File: src/shared/bridge_pkg.sv
// Shared constants and types for the bridge driver serial port and mode control
package bridge_pkg;

	// ----------------------------------------------------------------
	// Clock and timing
	// ----------------------------------------------------------------
	localparam int CLK_PERIOD_PS          = 4000;
	localparam int POWERUP_FLAG_MIN_NS    = 1000;
	localparam int POWERUP_FLAG_MAX_NS    = 2000;
	localparam int POWERUP_FLAG_CYC       = (POWERUP_FLAG_MIN_NS * 1000 + CLK_PERIOD_PS - 1)
		/ CLK_PERIOD_PS;
	localparam int TURN_ON_MAX_US         = 1000;
	localparam int TURN_ON_MAX_CYC        = (TURN_ON_MAX_US * 1000000) / CLK_PERIOD_PS;
	localparam int POWERDOWN_DELAY_MIN_NS = 8000;
	localparam int POWERDOWN_DELAY_MAX_NS = 11000;
	localparam int POWERDOWN_DELAY_CYC    = (POWERDOWN_DELAY_MIN_NS * 1000 + CLK_PERIOD_PS - 1)
		/ CLK_PERIOD_PS;
	localparam int TIMER_W                = 18;

	// ----------------------------------------------------------------
	// Frame layout
	// ----------------------------------------------------------------
	localparam int WORD_BITS   = 16;
	localparam int WRITE_BIT   = 15;
	localparam int SEL_HI      = 14;
	localparam int SEL_LO      = 13;
	localparam int COUNT_W     = 8;

	localparam logic [1:0] SEL_IDENT  = 2'h0;
	localparam logic [1:0] SEL_STATUS = 2'h1;
	localparam logic [1:0] SEL_MASK   = 2'h2;
	localparam logic [1:0] SEL_CONFIG = 2'h3;

	// ----------------------------------------------------------------
	// Register fields and reset values
	// ----------------------------------------------------------------
	localparam int STAT_FRAME   = 11;
	localparam int STAT_PUMP_LO = 10;
	localparam int STAT_TWARN   = 1;
	localparam int FAULT_BITS   = 12;
	localparam int MASK_BITS    = 13;
	localparam int CFG_SOFT_A   = 0;
	localparam int CFG_SOFT_B   = 1;
	localparam int CFG_SOFT_ON  = 4;

	// Identifier low nibble is arbitrary
	localparam logic [15:0] IDENT_VALUE = 16'h0010;
	localparam logic [15:0] MASK_RESET  = 16'h0EF1;
	localparam logic [15:0] CFG_RESET   = 16'h0D98;

	// ----------------------------------------------------------------
	// Operating modes
	// ----------------------------------------------------------------
	typedef enum logic [2:0] {
		MODE_SLEEP   = 3'h0,
		MODE_POWERUP = 3'h1,
		MODE_NORMAL  = 3'h3,
		MODE_FAULT   = 3'h2,
		MODE_PDDELAY = 3'h6,
		MODE_PDWAIT  = 3'h7
	} mode_t;

endpackage

File: src/hdl/bridge_ctrl.sv
// Serial slave port, register file and operating modes of the bridge driver

// Summary of operation
// - Frames are 16-bit words, MSB first, 16 clocks with select low.
// - Incoming data sampled on serial clock falling edges.
// - Outgoing data changes on serial clock rising edges.
// - Bits beyond 16 are passed out on the data output for chaining.
// - Zero or non-multiple-of-16 clock counts discard frame, set framing flag.
// - Reply is register selected by previous frame, captured at select fall.
// - First frame after wake returns the status register.
// - Read frames ignore payload and change no register.
// - Slave only, fixed clock mode; master drives clock and select.
// - Sleep disables everything including the serial port.
// - Standby runs all logic and serial port, outputs high impedance.
// - Normal mode moves to fault mode on any detected fault; code counts only status faults enabled in mask_r, plus pump low.
// - Fault mode forces outputs off and latches fault flag low.
// - Wake input rise wakes device; supply good starts power-up.
// - Power-up flag held 1 to 2 us, released once pump good, faults clear.
// - Fault flag high no later than 1 ms after wake.
// - Wake input low turns outputs off and drives fault flag low.
// - Flag release allowed only after 8 to 11 us power-down delay.
// - After delay, release needs inhibit low; held until supplies off.
// - Thermal warning flagged; above it current limit is halved.
// - Outputs governed by wake, inhibit, parallel and soft control bits.
// - Bit 15 write/read; bits 14:13 pick ident, status, mask, config.
// - A write to select code 00 is a framing error.
// - Writing 1 clears a latched fault unless still present.
module bridge_ctrl (
	// Clock and reset
	input  wire logic                               ref_clk,
	input  wire logic                               reset_n,
	// Serial port
	input  wire logic                               serial_clk,
	input  wire logic                               select_n,
	input  wire logic                               serial_in,
	output logic                                    serial_out,
	output logic                                    serial_out_en,
	// Parallel control pins
	input  wire logic                               wake_input,
	input  wire logic                               output_inhibit_input,
	input  wire logic                               bridge_control_a,
	input  wire logic                               bridge_control_b,
	// Analog monitors
	input  wire logic                               supply_good,
	input  wire logic                               pump_low_threshold,
	input  wire logic [bridge_pkg::FAULT_BITS-1:0]  fault_live,
	input  wire logic                               thermal_warning_level,
	input  wire logic                               supplies_off,
	// Outputs
	output logic                                    fault_flag_n,
	output logic                                    bridge_output_a,
	output logic                                    bridge_output_b,
	output logic                                    bridge_output_en,
	output logic                                    current_limit_half,
	output logic                                    regulator_on,
	output logic                                    standby
);

	// ----------------------------------------------------------------
	// Input synchronisers
	// ----------------------------------------------------------------
	logic [7:0] sync_q;

	sync2 #(.WIDTH(8)) u_sync (
		.ref_clk  (ref_clk),
		.reset_n  (reset_n),
		.async_in ({serial_clk, select_n, serial_in, wake_input, output_inhibit_input,
			bridge_control_a, bridge_control_b, supplies_off}),
		.sync_out (sync_q)
	);

	logic sclk_s, sel_n_s, sdi_s, wake_s, inhibit_s, ctl_a_s, ctl_b_s, off_s;
	assign {sclk_s, sel_n_s, sdi_s, wake_s, inhibit_s, ctl_a_s, ctl_b_s, off_s} = sync_q;

	// ----------------------------------------------------------------
	// Edge history
	// ----------------------------------------------------------------
	logic sclk_d_r, sel_d_r, wake_d_r;
	logic sclk_d_nxt, sel_d_nxt, wake_d_nxt;

	always_comb begin
		sclk_d_nxt = sclk_s;
		sel_d_nxt  = sel_n_s;
		wake_d_nxt = wake_s;
	end

	always_ff @(posedge ref_clk or negedge reset_n) begin
		if (!reset_n) begin
			sclk_d_r <= 1'b0;
			sel_d_r  <= 1'b1;
			wake_d_r <= 1'b0;
		end else begin
			sclk_d_r <= sclk_d_nxt;
			sel_d_r  <= sel_d_nxt;
			wake_d_r <= wake_d_nxt;
		end
	end

	logic sclk_rise, sclk_fall, sel_fall, sel_rise, wake_rise;
	assign sclk_rise = sclk_s & ~sclk_d_r;
	assign sclk_fall = ~sclk_s & sclk_d_r;
	assign sel_fall  = ~sel_n_s & sel_d_r;
	assign sel_rise  = sel_n_s & ~sel_d_r;
	assign wake_rise = wake_s & ~wake_d_r;

	// ----------------------------------------------------------------
	// Operating mode sequencer
	// ----------------------------------------------------------------
	bridge_pkg::mode_t                mode_r, mode_nxt;
	logic [bridge_pkg::TIMER_W-1:0]   timer_r, timer_nxt;
	logic                             flag_n_r, flag_n_nxt;
	logic                             any_fault;
	logic [15:0]                      status_r;
	logic [15:0]                      mask_r;
	logic [15:0]                      cfg_r;

	// Pump undervoltage and masked faults count toward the flag
	assign any_fault = |(status_r[bridge_pkg::FAULT_BITS-1:0]
		& mask_r[bridge_pkg::FAULT_BITS-1:0]);

	always_comb begin
		mode_nxt   = mode_r;
		timer_nxt  = timer_r;
		flag_n_nxt = flag_n_r;
		case (mode_r)
			bridge_pkg::MODE_SLEEP: begin
				// Supplies are off, so the flag stays released
				flag_n_nxt = 1'b1;
				timer_nxt  = '0;
				if (wake_rise && supply_good) begin
					mode_nxt = bridge_pkg::MODE_POWERUP;
				end
			end
			bridge_pkg::MODE_POWERUP: begin
				flag_n_nxt = 1'b0;
				if (timer_r != bridge_pkg::TIMER_W'(bridge_pkg::TURN_ON_MAX_CYC)) begin
					timer_nxt = timer_r + 1'b1;
				end
				if (!wake_s) begin
					mode_nxt  = bridge_pkg::MODE_PDDELAY;
					timer_nxt = '0;
				end else if (timer_r >= bridge_pkg::TIMER_W'(bridge_pkg::POWERUP_FLAG_CYC - 1)
						&& !pump_low_threshold && !any_fault) begin
					mode_nxt = bridge_pkg::MODE_NORMAL;
				end else if (timer_r == bridge_pkg::TIMER_W'(bridge_pkg::TURN_ON_MAX_CYC)) begin
					mode_nxt = bridge_pkg::MODE_FAULT;
				end
			end
			bridge_pkg::MODE_NORMAL: begin
				flag_n_nxt = 1'b1;
				if (!wake_s) begin
					mode_nxt   = bridge_pkg::MODE_PDDELAY;
					timer_nxt  = '0;
					flag_n_nxt = 1'b0;
				end else if (any_fault || pump_low_threshold) begin
					mode_nxt   = bridge_pkg::MODE_FAULT;
					flag_n_nxt = 1'b0;
				end
			end
			bridge_pkg::MODE_FAULT: begin
				flag_n_nxt = 1'b0;
				if (!wake_s) begin
					mode_nxt  = bridge_pkg::MODE_PDDELAY;
					timer_nxt = '0;
				end else if (!any_fault && !pump_low_threshold) begin
					mode_nxt   = bridge_pkg::MODE_NORMAL;
					flag_n_nxt = 1'b1;
				end
			end
			bridge_pkg::MODE_PDDELAY: begin
				flag_n_nxt = 1'b0;
				timer_nxt  = timer_r + 1'b1;
				if (wake_rise && supply_good) begin
					mode_nxt  = bridge_pkg::MODE_POWERUP;
					timer_nxt = '0;
				end else if (timer_r == bridge_pkg::TIMER_W'(bridge_pkg::POWERDOWN_DELAY_CYC - 1)) begin
					mode_nxt = bridge_pkg::MODE_PDWAIT;
				end
			end
			bridge_pkg::MODE_PDWAIT: begin
				flag_n_nxt = 1'b0;
				if (wake_rise && supply_good) begin
					mode_nxt  = bridge_pkg::MODE_POWERUP;
					timer_nxt = '0;
				end else if (off_s && !inhibit_s) begin
					mode_nxt   = bridge_pkg::MODE_SLEEP;
					flag_n_nxt = 1'b1;
				end
			end
			default: begin
				mode_nxt   = bridge_pkg::MODE_SLEEP;
				flag_n_nxt = 1'b0;
			end
		endcase
	end

	always_ff @(posedge ref_clk or negedge reset_n) begin
		if (!reset_n) begin
			mode_r   <= bridge_pkg::MODE_SLEEP;
			timer_r  <= '0;
			flag_n_r <= 1'b0;
		end else begin
			mode_r   <= mode_nxt;
			timer_r  <= timer_nxt;
			flag_n_r <= flag_n_nxt;
		end
	end

	// Serial port runs whenever regulators are up
	logic port_alive;
	assign port_alive = (mode_r != bridge_pkg::MODE_SLEEP);

	// ----------------------------------------------------------------
	// Serial shifter and frame check
	// ----------------------------------------------------------------
	logic [15:0]                    rx_r, rx_nxt;
	logic [15:0]                    tx_r, tx_nxt;
	logic [bridge_pkg::COUNT_W-1:0] cnt_r, cnt_nxt;
	logic                           sdo_r, sdo_nxt;
	logic                           sdo_en_r, sdo_en_nxt;
	logic                           overflow_r, overflow_nxt;
	logic [1:0]                     sel_prev_r, sel_prev_nxt;
	logic                           first_r, first_nxt;
	logic                           frame_ok, frame_bad, frame_wr;
	logic [1:0]                     frame_sel;
	logic [15:0]                    reply_word;

	// Overflow flag keeps counts past 255 from aliasing to a multiple of 16
	assign frame_ok  = sel_rise && port_alive && (cnt_r != '0) && (cnt_r[3:0] == 4'h0)
		&& !overflow_r;
	assign frame_sel = rx_r[bridge_pkg::SEL_HI:bridge_pkg::SEL_LO];
	assign frame_wr  = rx_r[bridge_pkg::WRITE_BIT];
	assign frame_bad = sel_rise && port_alive
		&& (!frame_ok || (frame_wr && frame_sel == bridge_pkg::SEL_IDENT));

	always_comb begin
		case (first_r ? bridge_pkg::SEL_STATUS : sel_prev_r)
			bridge_pkg::SEL_IDENT:  reply_word = bridge_pkg::IDENT_VALUE;
			bridge_pkg::SEL_STATUS: reply_word = {4'h2, status_r[11:0]};
			bridge_pkg::SEL_MASK:   reply_word = {3'h2, mask_r[12:0]};
			default:                reply_word = {3'h3, cfg_r[12:0]};
		endcase
	end

	always_comb begin
		rx_nxt       = rx_r;
		tx_nxt       = tx_r;
		cnt_nxt      = cnt_r;
		sdo_nxt      = sdo_r;
		sdo_en_nxt   = sdo_en_r;
		overflow_nxt = overflow_r;
		sel_prev_nxt = sel_prev_r;
		first_nxt    = first_r;
		if (wake_rise) begin
			first_nxt = 1'b1;
		end
		if (!port_alive || sel_n_s) begin
			sdo_en_nxt = 1'b0;
		end
		if (port_alive && sel_fall) begin
			tx_nxt       = {reply_word[14:0], 1'b0};
			sdo_nxt      = reply_word[15];
			sdo_en_nxt   = 1'b1;
			cnt_nxt      = '0;
			overflow_nxt = 1'b0;
		end else if (port_alive && !sel_n_s) begin
			if (sclk_fall) begin
				rx_nxt  = {rx_r[14:0], sdi_s};
				cnt_nxt = cnt_r + 1'b1;
				if (cnt_r == '1) begin
					overflow_nxt = 1'b1;
				end
			end
			if (sclk_rise && cnt_r != '0) begin
				// After the first word the received bits follow for chaining
				sdo_nxt = (cnt_r > bridge_pkg::COUNT_W'(bridge_pkg::WORD_BITS - 1))
					? rx_r[15] : tx_r[15];
				tx_nxt  = {tx_r[14:0], 1'b0};
			end
		end
		if (frame_ok && !frame_bad) begin
			sel_prev_nxt = frame_sel;
			first_nxt    = 1'b0;
		end
	end

	always_ff @(posedge ref_clk or negedge reset_n) begin
		if (!reset_n) begin
			rx_r       <= '0;
			tx_r       <= '0;
			cnt_r      <= '0;
			sdo_r      <= 1'b0;
			sdo_en_r   <= 1'b0;
			overflow_r <= 1'b0;
			sel_prev_r <= bridge_pkg::SEL_STATUS;
			first_r    <= 1'b1;
		end else begin
			rx_r       <= rx_nxt;
			tx_r       <= tx_nxt;
			cnt_r      <= cnt_nxt;
			sdo_r      <= sdo_nxt;
			sdo_en_r   <= sdo_en_nxt;
			overflow_r <= overflow_nxt;
			sel_prev_r <= sel_prev_nxt;
			first_r    <= first_nxt;
		end
	end

	// ----------------------------------------------------------------
	// Register file
	// ----------------------------------------------------------------
	logic [15:0] status_nxt, mask_nxt, cfg_nxt;
	logic [15:0] live_word;
	logic        do_write;

	assign live_word = {4'h0, 1'b0, fault_live[10:2], thermal_warning_level, fault_live[0]};
	assign do_write  = frame_ok && frame_wr;

	always_comb begin
		status_nxt = status_r;
		mask_nxt   = mask_r;
		cfg_nxt    = cfg_r;
		if (do_write && frame_sel == bridge_pkg::SEL_STATUS) begin
			status_nxt = status_r & ~{4'h0, rx_r[11:0]};
		end
		if (do_write && frame_sel == bridge_pkg::SEL_MASK) begin
			mask_nxt = {3'h0, rx_r[12:0]};
		end
		if (do_write && frame_sel == bridge_pkg::SEL_CONFIG) begin
			cfg_nxt = {3'h0, rx_r[12:0]};
		end
		// Setting after clearing so a live fault or new error is kept
		status_nxt = status_nxt | live_word;
		if (frame_bad) begin
			status_nxt[bridge_pkg::STAT_FRAME] = 1'b1;
		end
		status_nxt[bridge_pkg::STAT_PUMP_LO] = status_nxt[bridge_pkg::STAT_PUMP_LO]
			| (pump_low_threshold && mode_r == bridge_pkg::MODE_NORMAL);
		if (!port_alive) begin
			status_nxt = '0;
			mask_nxt   = bridge_pkg::MASK_RESET;
			cfg_nxt    = bridge_pkg::CFG_RESET;
		end
	end

	always_ff @(posedge ref_clk or negedge reset_n) begin
		if (!reset_n) begin
			status_r <= '0;
			mask_r   <= bridge_pkg::MASK_RESET;
			cfg_r    <= bridge_pkg::CFG_RESET;
		end else begin
			status_r <= status_nxt;
			mask_r   <= mask_nxt;
			cfg_r    <= cfg_nxt;
		end
	end

	// ----------------------------------------------------------------
	// Output gating
	// ----------------------------------------------------------------
	logic out_a_r, out_b_r, out_en_r, half_r, reg_on_r, standby_r;
	logic out_a_nxt, out_b_nxt, out_en_nxt, half_nxt, reg_on_nxt, standby_nxt;

	always_comb begin
		out_en_nxt  = (mode_r == bridge_pkg::MODE_NORMAL) && wake_s && !inhibit_s
			&& cfg_r[bridge_pkg::CFG_SOFT_ON];
		out_a_nxt   = out_en_nxt && (ctl_a_s ^ cfg_r[bridge_pkg::CFG_SOFT_A]);
		out_b_nxt   = out_en_nxt && (ctl_b_s ^ cfg_r[bridge_pkg::CFG_SOFT_B]);
		half_nxt    = port_alive && thermal_warning_level;
		reg_on_nxt  = port_alive;
		standby_nxt = port_alive && !out_en_nxt;
	end

	always_ff @(posedge ref_clk or negedge reset_n) begin
		if (!reset_n) begin
			out_a_r   <= 1'b0;
			out_b_r   <= 1'b0;
			out_en_r  <= 1'b0;
			half_r    <= 1'b0;
			reg_on_r  <= 1'b0;
			standby_r <= 1'b0;
		end else begin
			out_a_r   <= out_a_nxt;
			out_b_r   <= out_b_nxt;
			out_en_r  <= out_en_nxt;
			half_r    <= half_nxt;
			reg_on_r  <= reg_on_nxt;
			standby_r <= standby_nxt;
		end
	end

	assign serial_out         = sdo_r;
	assign serial_out_en      = sdo_en_r;
	assign fault_flag_n       = flag_n_r;
	assign bridge_output_a    = out_a_r;
	assign bridge_output_b    = out_b_r;
	assign bridge_output_en   = out_en_r;
	assign current_limit_half = half_r;
	assign regulator_on       = reg_on_r;
	assign standby            = standby_r;

endmodule

File: src/hdl/sync2.sv
// Two-stage synchroniser for a group of asynchronous levels
module sync2 #(
	parameter int WIDTH = 1
) (
	// Clock and reset
	input  wire logic             ref_clk,
	input  wire logic             reset_n,
	// Levels
	input  wire logic [WIDTH-1:0] async_in,
	output logic      [WIDTH-1:0] sync_out
);

	logic [WIDTH-1:0] meta_r;
	logic [WIDTH-1:0] meta_nxt;
	logic [WIDTH-1:0] sync_r;
	logic [WIDTH-1:0] sync_nxt;

	always_comb begin
		meta_nxt = async_in;
		sync_nxt = meta_r;
	end

	always_ff @(posedge ref_clk or negedge reset_n) begin
		if (!reset_n) begin
			meta_r <= '0;
			sync_r <= '0;
		end else begin
			meta_r <= meta_nxt;
			sync_r <= sync_nxt;
		end
	end

	assign sync_out = sync_r;

endmodule

File: config.mk
export PLATFORM = sky130hd
export DESIGN_NAME = bridge_ctrl
export DESIGN_NICKNAME = d
export VERILOG_FILES = /design/src/shared/bridge_pkg.sv /design/src/hdl/bridge_ctrl.sv /design/src/hdl/sync2.sv
export SDC_FILE = /design/constraint.sdc
export NUM_CORES = 1
export LEC_CHECK = 0
export BUFFER_PORTS_ARGS = -buffer_cell sky130_fd_sc_hd__buf_4
export CAP_MARGIN = 20
export CORE_UTILIZATION = 63
export CTS_CLUSTER_DIAMETER = 120
export DETAILED_ROUTE_END_ITERATION = 10
export PLACE_DENSITY = 0.83
export RECOVER_POWER = 25
export SYNTH_ARGS = -nofsm -noshare
export SYNTH_HDL_FRONTEND = slang
export SYNTH_SLANG_ARGS = --single-unit
export TNS_END_PERCENT = 1
File: constraint.sdc
create_clock -name ref_clk -period 3.8 [get_ports ref_clk]
set_input_delay 0.38 -clock ref_clk [delete_from_list [all_inputs] [get_ports ref_clk]]
set_output_delay 0.38 -clock ref_clk [all_outputs]
set_load 0.05 [all_outputs]
==> flow_summary.yaml, run 1 <==
die:
  coreArea_mm2: 0.00889
  die_x_um: 98.8
  die_h_um: 98.8
  die_area_mm2: 0.00976
  start_util_pct: 66.4
  rows: 34
  io_pins: 34
timing:
  slew_violations: 0
  rsz0062_at_grt: "no"
  period_share_pct: 79.2
  slew_headroom_pct: 32.5
  worstMarginPinSlew_ns: 1.00
  finalHoldViolCount: 0
  finalSetupTns_ns: 0
  clock-skew-final_ns: 0.0116
  fmax_mhz: 332
  finalCriticalPeriod_ns: 3.01
  finalSetupViolCount: 0
synth:
  synth-main-ff-cell: "dfrtp_1"
  synth_top_area_cell: "dfrtp_1"
  synth.distinct_cells: 57
  synth_edf_count: 0
  syn_area_mm2: 0.00590
  synth_common_cells: "dfrtp_1, nand2_1, nor2_1"
  syn_nets: 613
  avgSynthCellArea_um2: 10.1
  synth-seq-cells: 130
  netlist_top_cells_area: "dfrtp_1, dfstp_2, nand2_1"
  syn_inst: 583
  synth.most_common_cell: "dfrtp_1"
  yosys_warnings: 0
  ys_async_sr_fraction_pct: 100
  yosys.area.top_type_share_pct: 47.9
  seq_area_frac_synth_pct: 55.5
setup_path:
  crit_buf_inv: 1
  r2r_cells: 8
  cpPeakStageDelay_ns: 0.68
  reg2reg_to: "status_r[4]"
  path_max_fanout: 12
  path_delay_family: "simple AND/OR/NAND/NOR gates"
  rr_startpoint: "cnt_r[0]"
  crit_slowest_cell: "and4b_1"
  worst_setup_path_start_kind: "register"
  worst_ep_arrival_time_ns: 3.39
  reg2reg_slack_ns: 0.79
  path_class: "register to register"
  cp.required_ns: 4.18
  cp_cell_sequence: "inv_1 > ha_1 > or4b_2 > nor4b_2 > and4b_1 > nand2_1 > a21oi_1 > nor2_1"
  cp-end-kind: "register"
worst_hold_path:
  holdCritPathClass: "input port to register"
  min_from: "fault_live[0]"
  worstHoldPathCells: 3
  min_to: "status_r[0]"
detailed_routing:
  wl_per_cell_um: 19.0
  drt_first_iter_violations: 358
  route.detailed.drc: 2
  viasPerCell: 6.35
  totalWireLength_mm: 14.1
  route.vias.total: 4706
  ant_nets: 0
  first_pass_iters: 10
power:
  pwr_density_cell_mw_per_mm2: 637
  leakage_nw: 3.16
  vdd_drop_max_mv: 0.405
  total_power_mw: 4.43
status:
  outcome: "finished with violations"
  violations: "DRC"
job:
  timing.max_cap.violations: 0
cts:
  cts_hold_buf: 9
  tritoncts: "done"
  htreeDepth: 4
  numCtsBuffers: 17
  clock-sinks: 130
  cts-root-buf: "clkbuf_8"
  path_clk_slew_ns: 0.06
  cts_resized: 0
  insertion_delay_ns: 0.52
  post_cts_buffers: 0
  cts_buffer_depth: 2
global_route:
  grt_start_max_net_pins: 131
  grt_pass1_vias: 4825
  grt.overflow.total: 0
  antenna_found_initial: 0
  grt_pass1_wl_mm: 23.4
  track_usage_pct: 31.4
placement:
  portBuffers: 31
  place_congestion: 0.868
  hpwl_mm: 8.33
finish:
  antennaDiodeCount: 0
  fin_nets: 650
  areaGrowthSynthToFinish_pct: 17.6
  drive_above_1_share_pct: 17.1
flip-flops by register name, summed over array words and instances, names as in the netlist, 2 cells and up:
signal	flops
mode_r	3
sel_prev_r	2
cnt_r	8
u_sync.meta_r	8
u_sync.sync_out	8
timer_r	18
cfg_r	13
tx_r	15
status_r	12
rx_r	16
mask_r	13
layout by cell type (no fill, tap or decap), types with 5 or more instances in the layout:
cell type / netlist / routed
nand2b_1: 5 / 5
dfrtp_1: 113 / 113
nand3_1: 20 / 20
or3_1: 5 / 5
nor2_1: 61 / 61
a21oi_1: 27 / 27
clkbuf_4: 0 / 8
nor4_1: 6 / 5
mux2_2: 12 / 12
inv_1: 18 / 18
nand4_1: 10 / 10
o211ai_1: 17 / 17
o21ai_0: 48 / 48
mux2i_1: 28 / 28
dlygate4sd3_1: 0 / 9
nand2_1: 75 / 75
ha_1: 5 / 5
buf_4: 0 / 29
clkbuf_16: 0 / 16
xor2_1: 12 / 12
dfstp_2: 17 / 17
report_power, final:
group	internal, mW	switching (mW)
Sequential	1.61	0.224
Combinational	0.307	0.569
Clock	1.12	0.594
cell families (layout without fill, tap and decap cells):
| kind of cell | after synthesis | after routing | synth area share (%) |
|---|---|---|---|
| muxes | 41 | 41 | 7.23 |
| DFF | 130 | 130 | 55.5 |
| xor gates and xnor gates | 16 | 16 | 2.37 |
| adders and majority gates | 5 | 5 | 1.06 |
| and+or+nand+nor | 218 | 218 | 17.6 |
| AOI/OAI and AO/OA | 124 | 124 | 12.9 |
| buffers and inverters | 49 | 99 | 3.33 |
per-layer routing:
metal  up-vias  global-route usage [%]  part of all wire, %
met5         -                       0                    0
met4         0                    14.5                  3.3
met3        44                    7.45                  6.1
met2       213                    52.7                   50
met1      2325                    38.7                   40
li1       2124                       -                    -
metrics by stage:
step / cell area (µm²) / std cells / util, % / hold WS [ns] / worst slack [ns]
finish: 6940 / 741 / 78.1 / 0.0760 / 0.792
global route: 6940 / 741 / 78.1 / 0.0781 / 0.672
CTS: 6950 / 741 / 78.1 / 0.0676 / 0.843
detailed placement: 6230 / 700 / 70.1 / 0.337 / 0.923
global placement: 6230 / 700 / 70.1 / 0.332 / 1.08
floorplan: 5900 / 583 / - / 0.0844 / 1.31
worst reg2reg max path, cell delays in order, from the launching register on:
cell and delay, ns:
dfrtp_1 0.42, inv_1 0.08, ha_1 0.16, or4b_2 0.65
nor4b_2 0.51, and4b_1 0.68, nand2_1 0.14, a21oi_1 0.19
nor2_1 0.06
how the worst max path moves through the flow:
stage,start,to,slack [ns],depth (start not counted)
2_1_floorplan,timer_r[6],mode_r[0],1.31,6
3_3_place_gp,cnt_r[0],status_r[5],1.08,8
3_5_place_dp,cnt_r[0],status_r[6],0.92,8
4_1_cts,cnt_r[0],status_r[1],0.84,8
5_1_grt,cnt_r[0],status_r[1],0.67,8
6_report,cnt_r[0],status_r[4],0.79,8
layout make-up:
| cell class | count | area [µm²] |
|---|---|---|
| Clock buffer | 23 | 467 |
| Clock inverter | 9 | 154 |
| Fill cell | 538 | 1950 |
| Inverter | 19 | 71.3 |
| Multi-Input combinational cell | 404 | 2450 |
| Sequential cell | 130 | 3270 |
| Tap cell | 108 | 135 |
| Timing Repair Buffer | 48 | 392 |
No activity file was read; power rests on OpenSTA's default activity.
==> run 2: changes to the inputs <==
Settings changed: ABC_AREA set to 1, CORE_UTILIZATION 63 to 55, PLACE_DENSITY 0.83 to 0.77.
Clock period 3.8 ns to 2.4 ns, I/O delays scaled along.
==> run 2 against run 1 <==
  * The run still ends with DRC left
  * Utilization fell by 11 points
  * Die area rose by 28%
  * Sequential cell count did not move
  * Cell count rose by 44%
  * Synthesized cell count rose by 49%
  * Count of clock-buffer cells in the layout fell by 4
  * Global-route usage fell by 2.7 points
  * Combinational power rose to 2.7 times the previous value
  * Total power rose by 82%
  * First-iteration DRC count rose by 33%
  * Largest cell class unchanged
  * Largest power group unchanged
==> flow_summary.yaml, run 2 <==
power:
  p_int_mw: 5.01
  swShare_pct: 37.8
  pwr-share-comb_pct: 29.6
  seq_power_share_pct: 39.1
  pwr_density_cell_mw_per_mm2: 1040
  leakage_nw: 3.77
  switchingPower_mw: 3.04
  power_frac_clock_pct: 31.3
  vdd_drop_max_mv: 0.857
finish:
  fin_nets: 944
  regArea_mm2: 0.00327
  areaGrowthSynthToFinish_pct: 16.6
  regMostFlops: "timer_r"
  drive_above_1_share_pct: 13.1
  layout_common_cells: "nand2_1, dfrtp_1, nand3_1, nor2_1, inv_1"
  top_regs: "timer_r x18, rx_r x16, tx_r x15"
  multi_input_area_mm2: 0.00293
  largest_reg_flops: 18
  fillerInstances: 960
  layout_commonest_cell: "nand2_1"
  antennaDiodeCount: 0
global_route:
  grt_pass1_wl_mm: 28.1
  grt_pass1_vias: 5853
  track_usage_pct: 28.7
  grt_start_max_net_pins: 61
  antenna_found_initial: 0
  grt.overflow.total: 0
die:
  die_h_um: 112
  rows: 39
  io_pins: 34
  start_util_pct: 57.3
  coreArea_mm2: 0.0116
  die_x_um: 112
  die_area_mm2: 0.0125
job:
  timing.max_cap.violations: 0
setup_path:
  worst_setup_path_start_kind: "register"
  r2r_cells: 11
  path_class: "register to register"
  cp-end-kind: "register"
  cp.required_ns: 2.77
  rr_startpoint: "cnt_r[0]"
  reg2reg_to: "mask_r[7]"
  path_max_fanout: 11
  reg2reg_slack_ns: 0.22
  worst_ep_arrival_time_ns: 2.55
status:
  outcome: "finished with violations"
  violations: "DRC"
worst_hold_path:
  worstHoldPathCells: 3
  min_to: "status_r[5]"
  min_from: "fault_live[5]"
  holdCritPathClass: "input port to register"
timing:
  finalSetupTns_ns: 0
  slew_violations: 0
  period_share_pct: 91.0
  finalCriticalPeriod_ns: 2.18
  fmax_mhz: 458
  slew_headroom_pct: 39.9
  clock-skew-final_ns: 0.00998
  layout_setup_ws_ns: 0.217
  finalHoldViolCount: 0
  hold_ws_ns: 0.0252
  finalSetupViolCount: 0
  rsz0062_at_grt: "no"
  worstMarginPinSlew_ns: 0.901
cts:
  numCtsBuffers: 17
  path_clk_slew_ns: 0.06
  tritoncts: "done"
  clock-sinks: 130
  post_cts_buffers: 0
  insertion_delay_ns: 0.43
  cts-root-buf: "clkbuf_16"
  cts_buffer_depth: 2
  htreeDepth: 4
synth:
  yosys.area.top_type_share_pct: 42.5
  synthAdderAreaFrac_pct: 0.941
  synth_top_area_cell: "dfrtp_1"
  synth.most_common_cell: "nand2_1"
  netlist_top_cells_area: "dfrtp_1, nand2_1, nand3_1"
  synth_compound_area_share_pct: 6.70
  synth-simple-area-share_pct: 35.4
  synthXorXnorAreaFrac_pct: 0.922
  synth_top_family_by_area: "simple AND/OR/NAND/NOR gates"
  synth-main-ff-cell: "dfrtp_1"
  synth_common_cells: "nand2_1, dfrtp_1, nand3_1"
  syn_inst: 867
  syn_area_mm2: 0.00665
  syn_nets: 897
  seq_area_frac_synth_pct: 49.2
  ys_async_sr_fraction_pct: 100
  synth.distinct_cells: 37
  yosys_warnings: 0
  synth_edf_count: 0
  synth-seq-cells: 130
  synthMuxAreaShare_pct: 0
  avgSynthCellArea_um2: 7.67
detailed_routing:
  totalWireLength_mm: 16.5
  wl_per_cell_um: 15.4
  first_pass_iters: 8
  drt_first_iter_violations: 475
  route.detailed.drc: 1
  ant_nets: 0
  route.vias.total: 6156
  viasPerCell: 5.75
placement:
  dp_slack_ns: 0.125
  place_congestion: 0.916
  hpwl_mm: 11.7
  portBuffers: 31
run 2: cell families (layout without fill, tap and decap cells):
group | after synthesis | in the layout
simple gates | 531 | 531
flops | 130 | 130
buf+inv | 116 | 176
compound gates | 78 | 78
xor+xnor | 7 | 7
fa+ha+maj | 5 | 5
run 2: layout make-up:
class | instances | share of cell area [%]
repair buffers | 60 | 6.07
inverters | 84 | 4.07
multi-input cells | 621 | 37.8
clock buffers | 19 | 5.84
flip-flops and latches | 130 | 42.2
well taps | 143 | 2.31
clock inverters | 13 | 1.63
run 2: worst max-delay path: stages (launching register included):
cell     delay (ns)
dfrtp_1        0.38
inv_1          0.12
ha_1           0.16
nor3b_1        0.30
nand2_1        0.11
nor2_2         0.20
nand2_2        0.10
nor2_4         0.22
nand2_2        0.08
nand2_1        0.27
nand2_1        0.12
nand2_1        0.08
run 2: metal layers:
layer	GRT usage (%)	wire length (µm)
met1	38.9	7330
met2	44.6	7710
met3	5.82	1030
met4	13.2	429
met5	0	0
run 2: power groups by stage:
| stage | combinational (mW) | sequential [mW] | clock [mW] |
|---|---|---|---|
| 3_5_place_dp | 2.36 | 3.17 | 0 |
| 2_1_floorplan | 1.62 | 3.20 | 0 |
| 6_report | 2.39 | 3.15 | 2.52 |
| 5_1_grt | 2.69 | 3.20 | 2.62 |
| 3_3_place_gp | 2.28 | 3.15 | 0 |
| 4_1_cts | 2.38 | 3.14 | 2.54 |
run 2: worst max path at each step:
stage | cells past startpoint | startpoint | endpoint | slack [ns]
4_1_cts | 11 | cnt_r[0] | cfg_r[7] | 0.12
3_5_place_dp | 11 | cnt_r[0] | cfg_r[7] | 0.13
5_1_grt | 11 | cnt_r[0] | mask_r[0] | 0.06
6_report | 11 | cnt_r[0] | mask_r[7] | 0.22
3_3_place_gp | 11 | cnt_r[0] | cfg_r[12] | 0.29
2_1_floorplan | 11 | cnt_r[0] | cfg_r[12] | 0.61
run 2: timing repair:
item                                    4_1_cts  5_1_grt
resized for setup                             0        2
endpoints found under the setup margin        0       10
hold buffers                                  9        0
hold endpoints to repair                     40        0
run 2: metrics by stage:
| stage | utilization [%] | total power, mW | cells | instance area [µm²] |
|---|---|---|---|---|
| final | 66.7 | 8.05 | 1070 | 7750 |
| after global routing | 66.7 | 8.52 | 1070 | 7750 |
| after CTS | 66.8 | 8.06 | 1070 | 7760 |
| after detailed placement | 61.0 | 5.53 | 1029 | 7090 |
| after global placement | 61.0 | 5.43 | 1029 | 7090 |
| after floorplan | - | 4.82 | 867 | 6650 |
==> run 3: changes to the inputs <==
Settings changed: CORE_UTILIZATION 55 to 57, CTS_BUF_LIST set to sky130_fd_sc_hd__clkbuf_4 sky130_fd_sc_hd__clkbuf_8, PLACE_DENSITY 0.77 to 0.78, SLEW_MARGIN set to 20.
==> run 3 against run 2 <==
  * The run now ends clean
  * Die area fell by 3.4%
  * Clock skew fell by 0.00099 ns
  * Clock power fell by 19%
==> flow_summary.yaml, run 3 (synthesis gave the netlist of run 2 again) <==
status:
  outcome: "completed"
cts:
  path_clk_slew_ns: 0.08
  tritoncts: "done"
  insertion_delay_ns: 0.46
  cts-root-buf: "clkbuf_8"
  numCtsBuffers: 17
  post_cts_buffers: 0
  cts_buffer_depth: 2
  htreeDepth: 4
  clock-sinks: 130
finish:
  areaGrowthSynthToFinish_pct: 15.9
  top_regs: "timer_r x18, rx_r x16, tx_r x15"
  largest_reg_flops: 18
  layout_common_cells: "nand2_1, dfrtp_1, nand3_1, nor2_1, inv_1"
  layout_commonest_cell: "nand2_1"
  postLayoutCoreUtil_pct: 67.8
  fin_nets: 955
  antennaDiodeCount: 0
  regMostFlops: "timer_r"
  design_area_mm2: 0.00770
  drive_above_1_share_pct: 12.9
power:
  seq_power_share_pct: 41.4
  switchingPower_mw: 3.04
  pwr-share-comb_pct: 31.8
  swShare_pct: 39.9
  pwr_density_cell_mw_per_mm2: 989
  p_int_mw: 4.58
  vdd_drop_max_mv: 0.812
  leakage_nw: 3.76
  total_power_mw: 7.62
  power_frac_clock_pct: 26.8
timing:
  layout_setup_ws_ns: 0.231
  slew_headroom_pct: 39.5
  finalCriticalPeriod_ns: 2.17
  clock-skew-final_ns: 0.00899
  rsz0062_at_grt: "no"
  finalSetupViolCount: 0
  fmax_mhz: 461
  worstMarginPinSlew_ns: 0.908
  slew_violations: 0
  finalHoldViolCount: 0
  period_share_pct: 90.4
  finalSetupTns_ns: 0
setup_path:
  path_max_fanout: 13
  rr_startpoint: "cnt_r[0]"
  r2r_cells: 11
  cp-end-kind: "register"
  worst_ep_arrival_time_ns: 2.52
  cp.required_ns: 2.75
  reg2reg_slack_ns: 0.23
  cpPeakStageDelay_ns: 0.39
  crit_slowest_cell: "dfrtp_1"
  path_class: "register to register"
  cp_cell_sequence: "inv_1 > ha_1 > nor3b_1 > nand2_1 > nor2_2 > nand2_2 > nor2_4 > nand2_2 > buf_4 > nand3_1 > nand2_1"
  worst_setup_path_start_kind: "register"
  reg2reg_to: "mask_r[12]"
global_route:
  antenna_found_initial: 0
  track_usage_pct: 31.4
  grt.overflow.total: 0
  grt_start_max_net_pins: 66
  grt_pass1_vias: 5929
  grt_pass1_wl_mm: 28.6
detailed_routing:
  ant_nets: 0
  drt_first_iter_violations: 634
  viasPerCell: 5.77
  route.detailed.drc: 0
  wl_per_cell_um: 16.0
  totalWireLength_mm: 17.3
  first_pass_iters: 5
  route.vias.total: 6236
die:
  die_x_um: 110
  rows: 39
  start_util_pct: 58.5
  die_h_um: 110
  die_area_mm2: 0.0121
  coreArea_mm2: 0.0114
  io_pins: 34
placement:
  place_congestion: 0.920
  placed_area_mm2: 0.00710
  hpwl_mm: 12.1
  portBuffers: 31
  dp_slack_ns: 0.124
worst_hold_path:
  worstHoldPathCells: 3
  holdCritPathClass: "input port to register"
  min_to: "status_r[10]"
  min_from: "fault_live[10]"
job:
  timing.max_cap.violations: 0
-- run 3: repair_timing --
item | in CTS | in global routing
endpoints found under the hold margin | 50 | 0
hold buffers | 19 | 0
endpoints found under the setup margin | 0 | 20
gates resized for setup | 0 | 3
-- run 3: worst max-delay path by stage --
stage / end / startpoint / slack, ns / cells past startpoint
after floorplan: cfg_r[12] / cnt_r[0] / 0.61 / 11
after global placement: cfg_r[1] / cnt_r[0] / 0.24 / 11
after detailed placement: cfg_r[4] / cnt_r[0] / 0.12 / 11
after CTS: cfg_r[4] / cnt_r[0] / 0.11 / 11
after global routing: cfg_r[12] / cnt_r[0] / 0.04 / 11
final: mask_r[12] / cnt_r[0] / 0.23 / 11
-- run 3: cell type report --
type                       count  area [µm²]
fill                         955        3670
clock inverter                15         195
timing repair buffer          71         571
inverter                      84         315
clock buffer                  17         234
multi-input combinational    621        2940
sequential                   130        3270
tap                          143         179
-- run 3: critical path, delay by kind of cell (launching register included) --
| kind | cells | cell delay [ns] |
|---|---|---|
| buffers and inverters | 2 | 0.32 |
| adders and majority gates | 1 | 0.15 |
| and+or+nand+nor | 8 | 1.20 |
| DFF | 1 | 0.39 |
-- run 3: power groups by stage --
stage | clock [mW] | combinational, mW | sequential (mW)
2_1_floorplan | 0 | 1.62 | 3.20
3_3_place_gp | 0 | 2.30 | 3.15
3_5_place_dp | 0 | 2.37 | 3.18
4_1_cts | 2.07 | 2.40 | 3.14
5_1_grt | 2.17 | 2.71 | 3.20
6_report | 2.04 | 2.42 | 3.15
-- run 3: through the flow --
stage          hold slack [ns]  instances
2_1_floorplan          -0.0556        867
3_3_place_gp             0.220       1030
3_5_place_dp             0.232       1030
4_1_cts                 0.0458       1081
5_1_grt                 0.0631       1081
6_report                0.0711       1081
-- run 3: per-layer routing --
metal	track usage [%]	vias up	routed length (µm)
li1	-	2961	-
met1	41.4	3003	7370
met2	50.7	240	8510
met3	7.17	32	1080
met4	11.7	0	354
met5	0	-	0
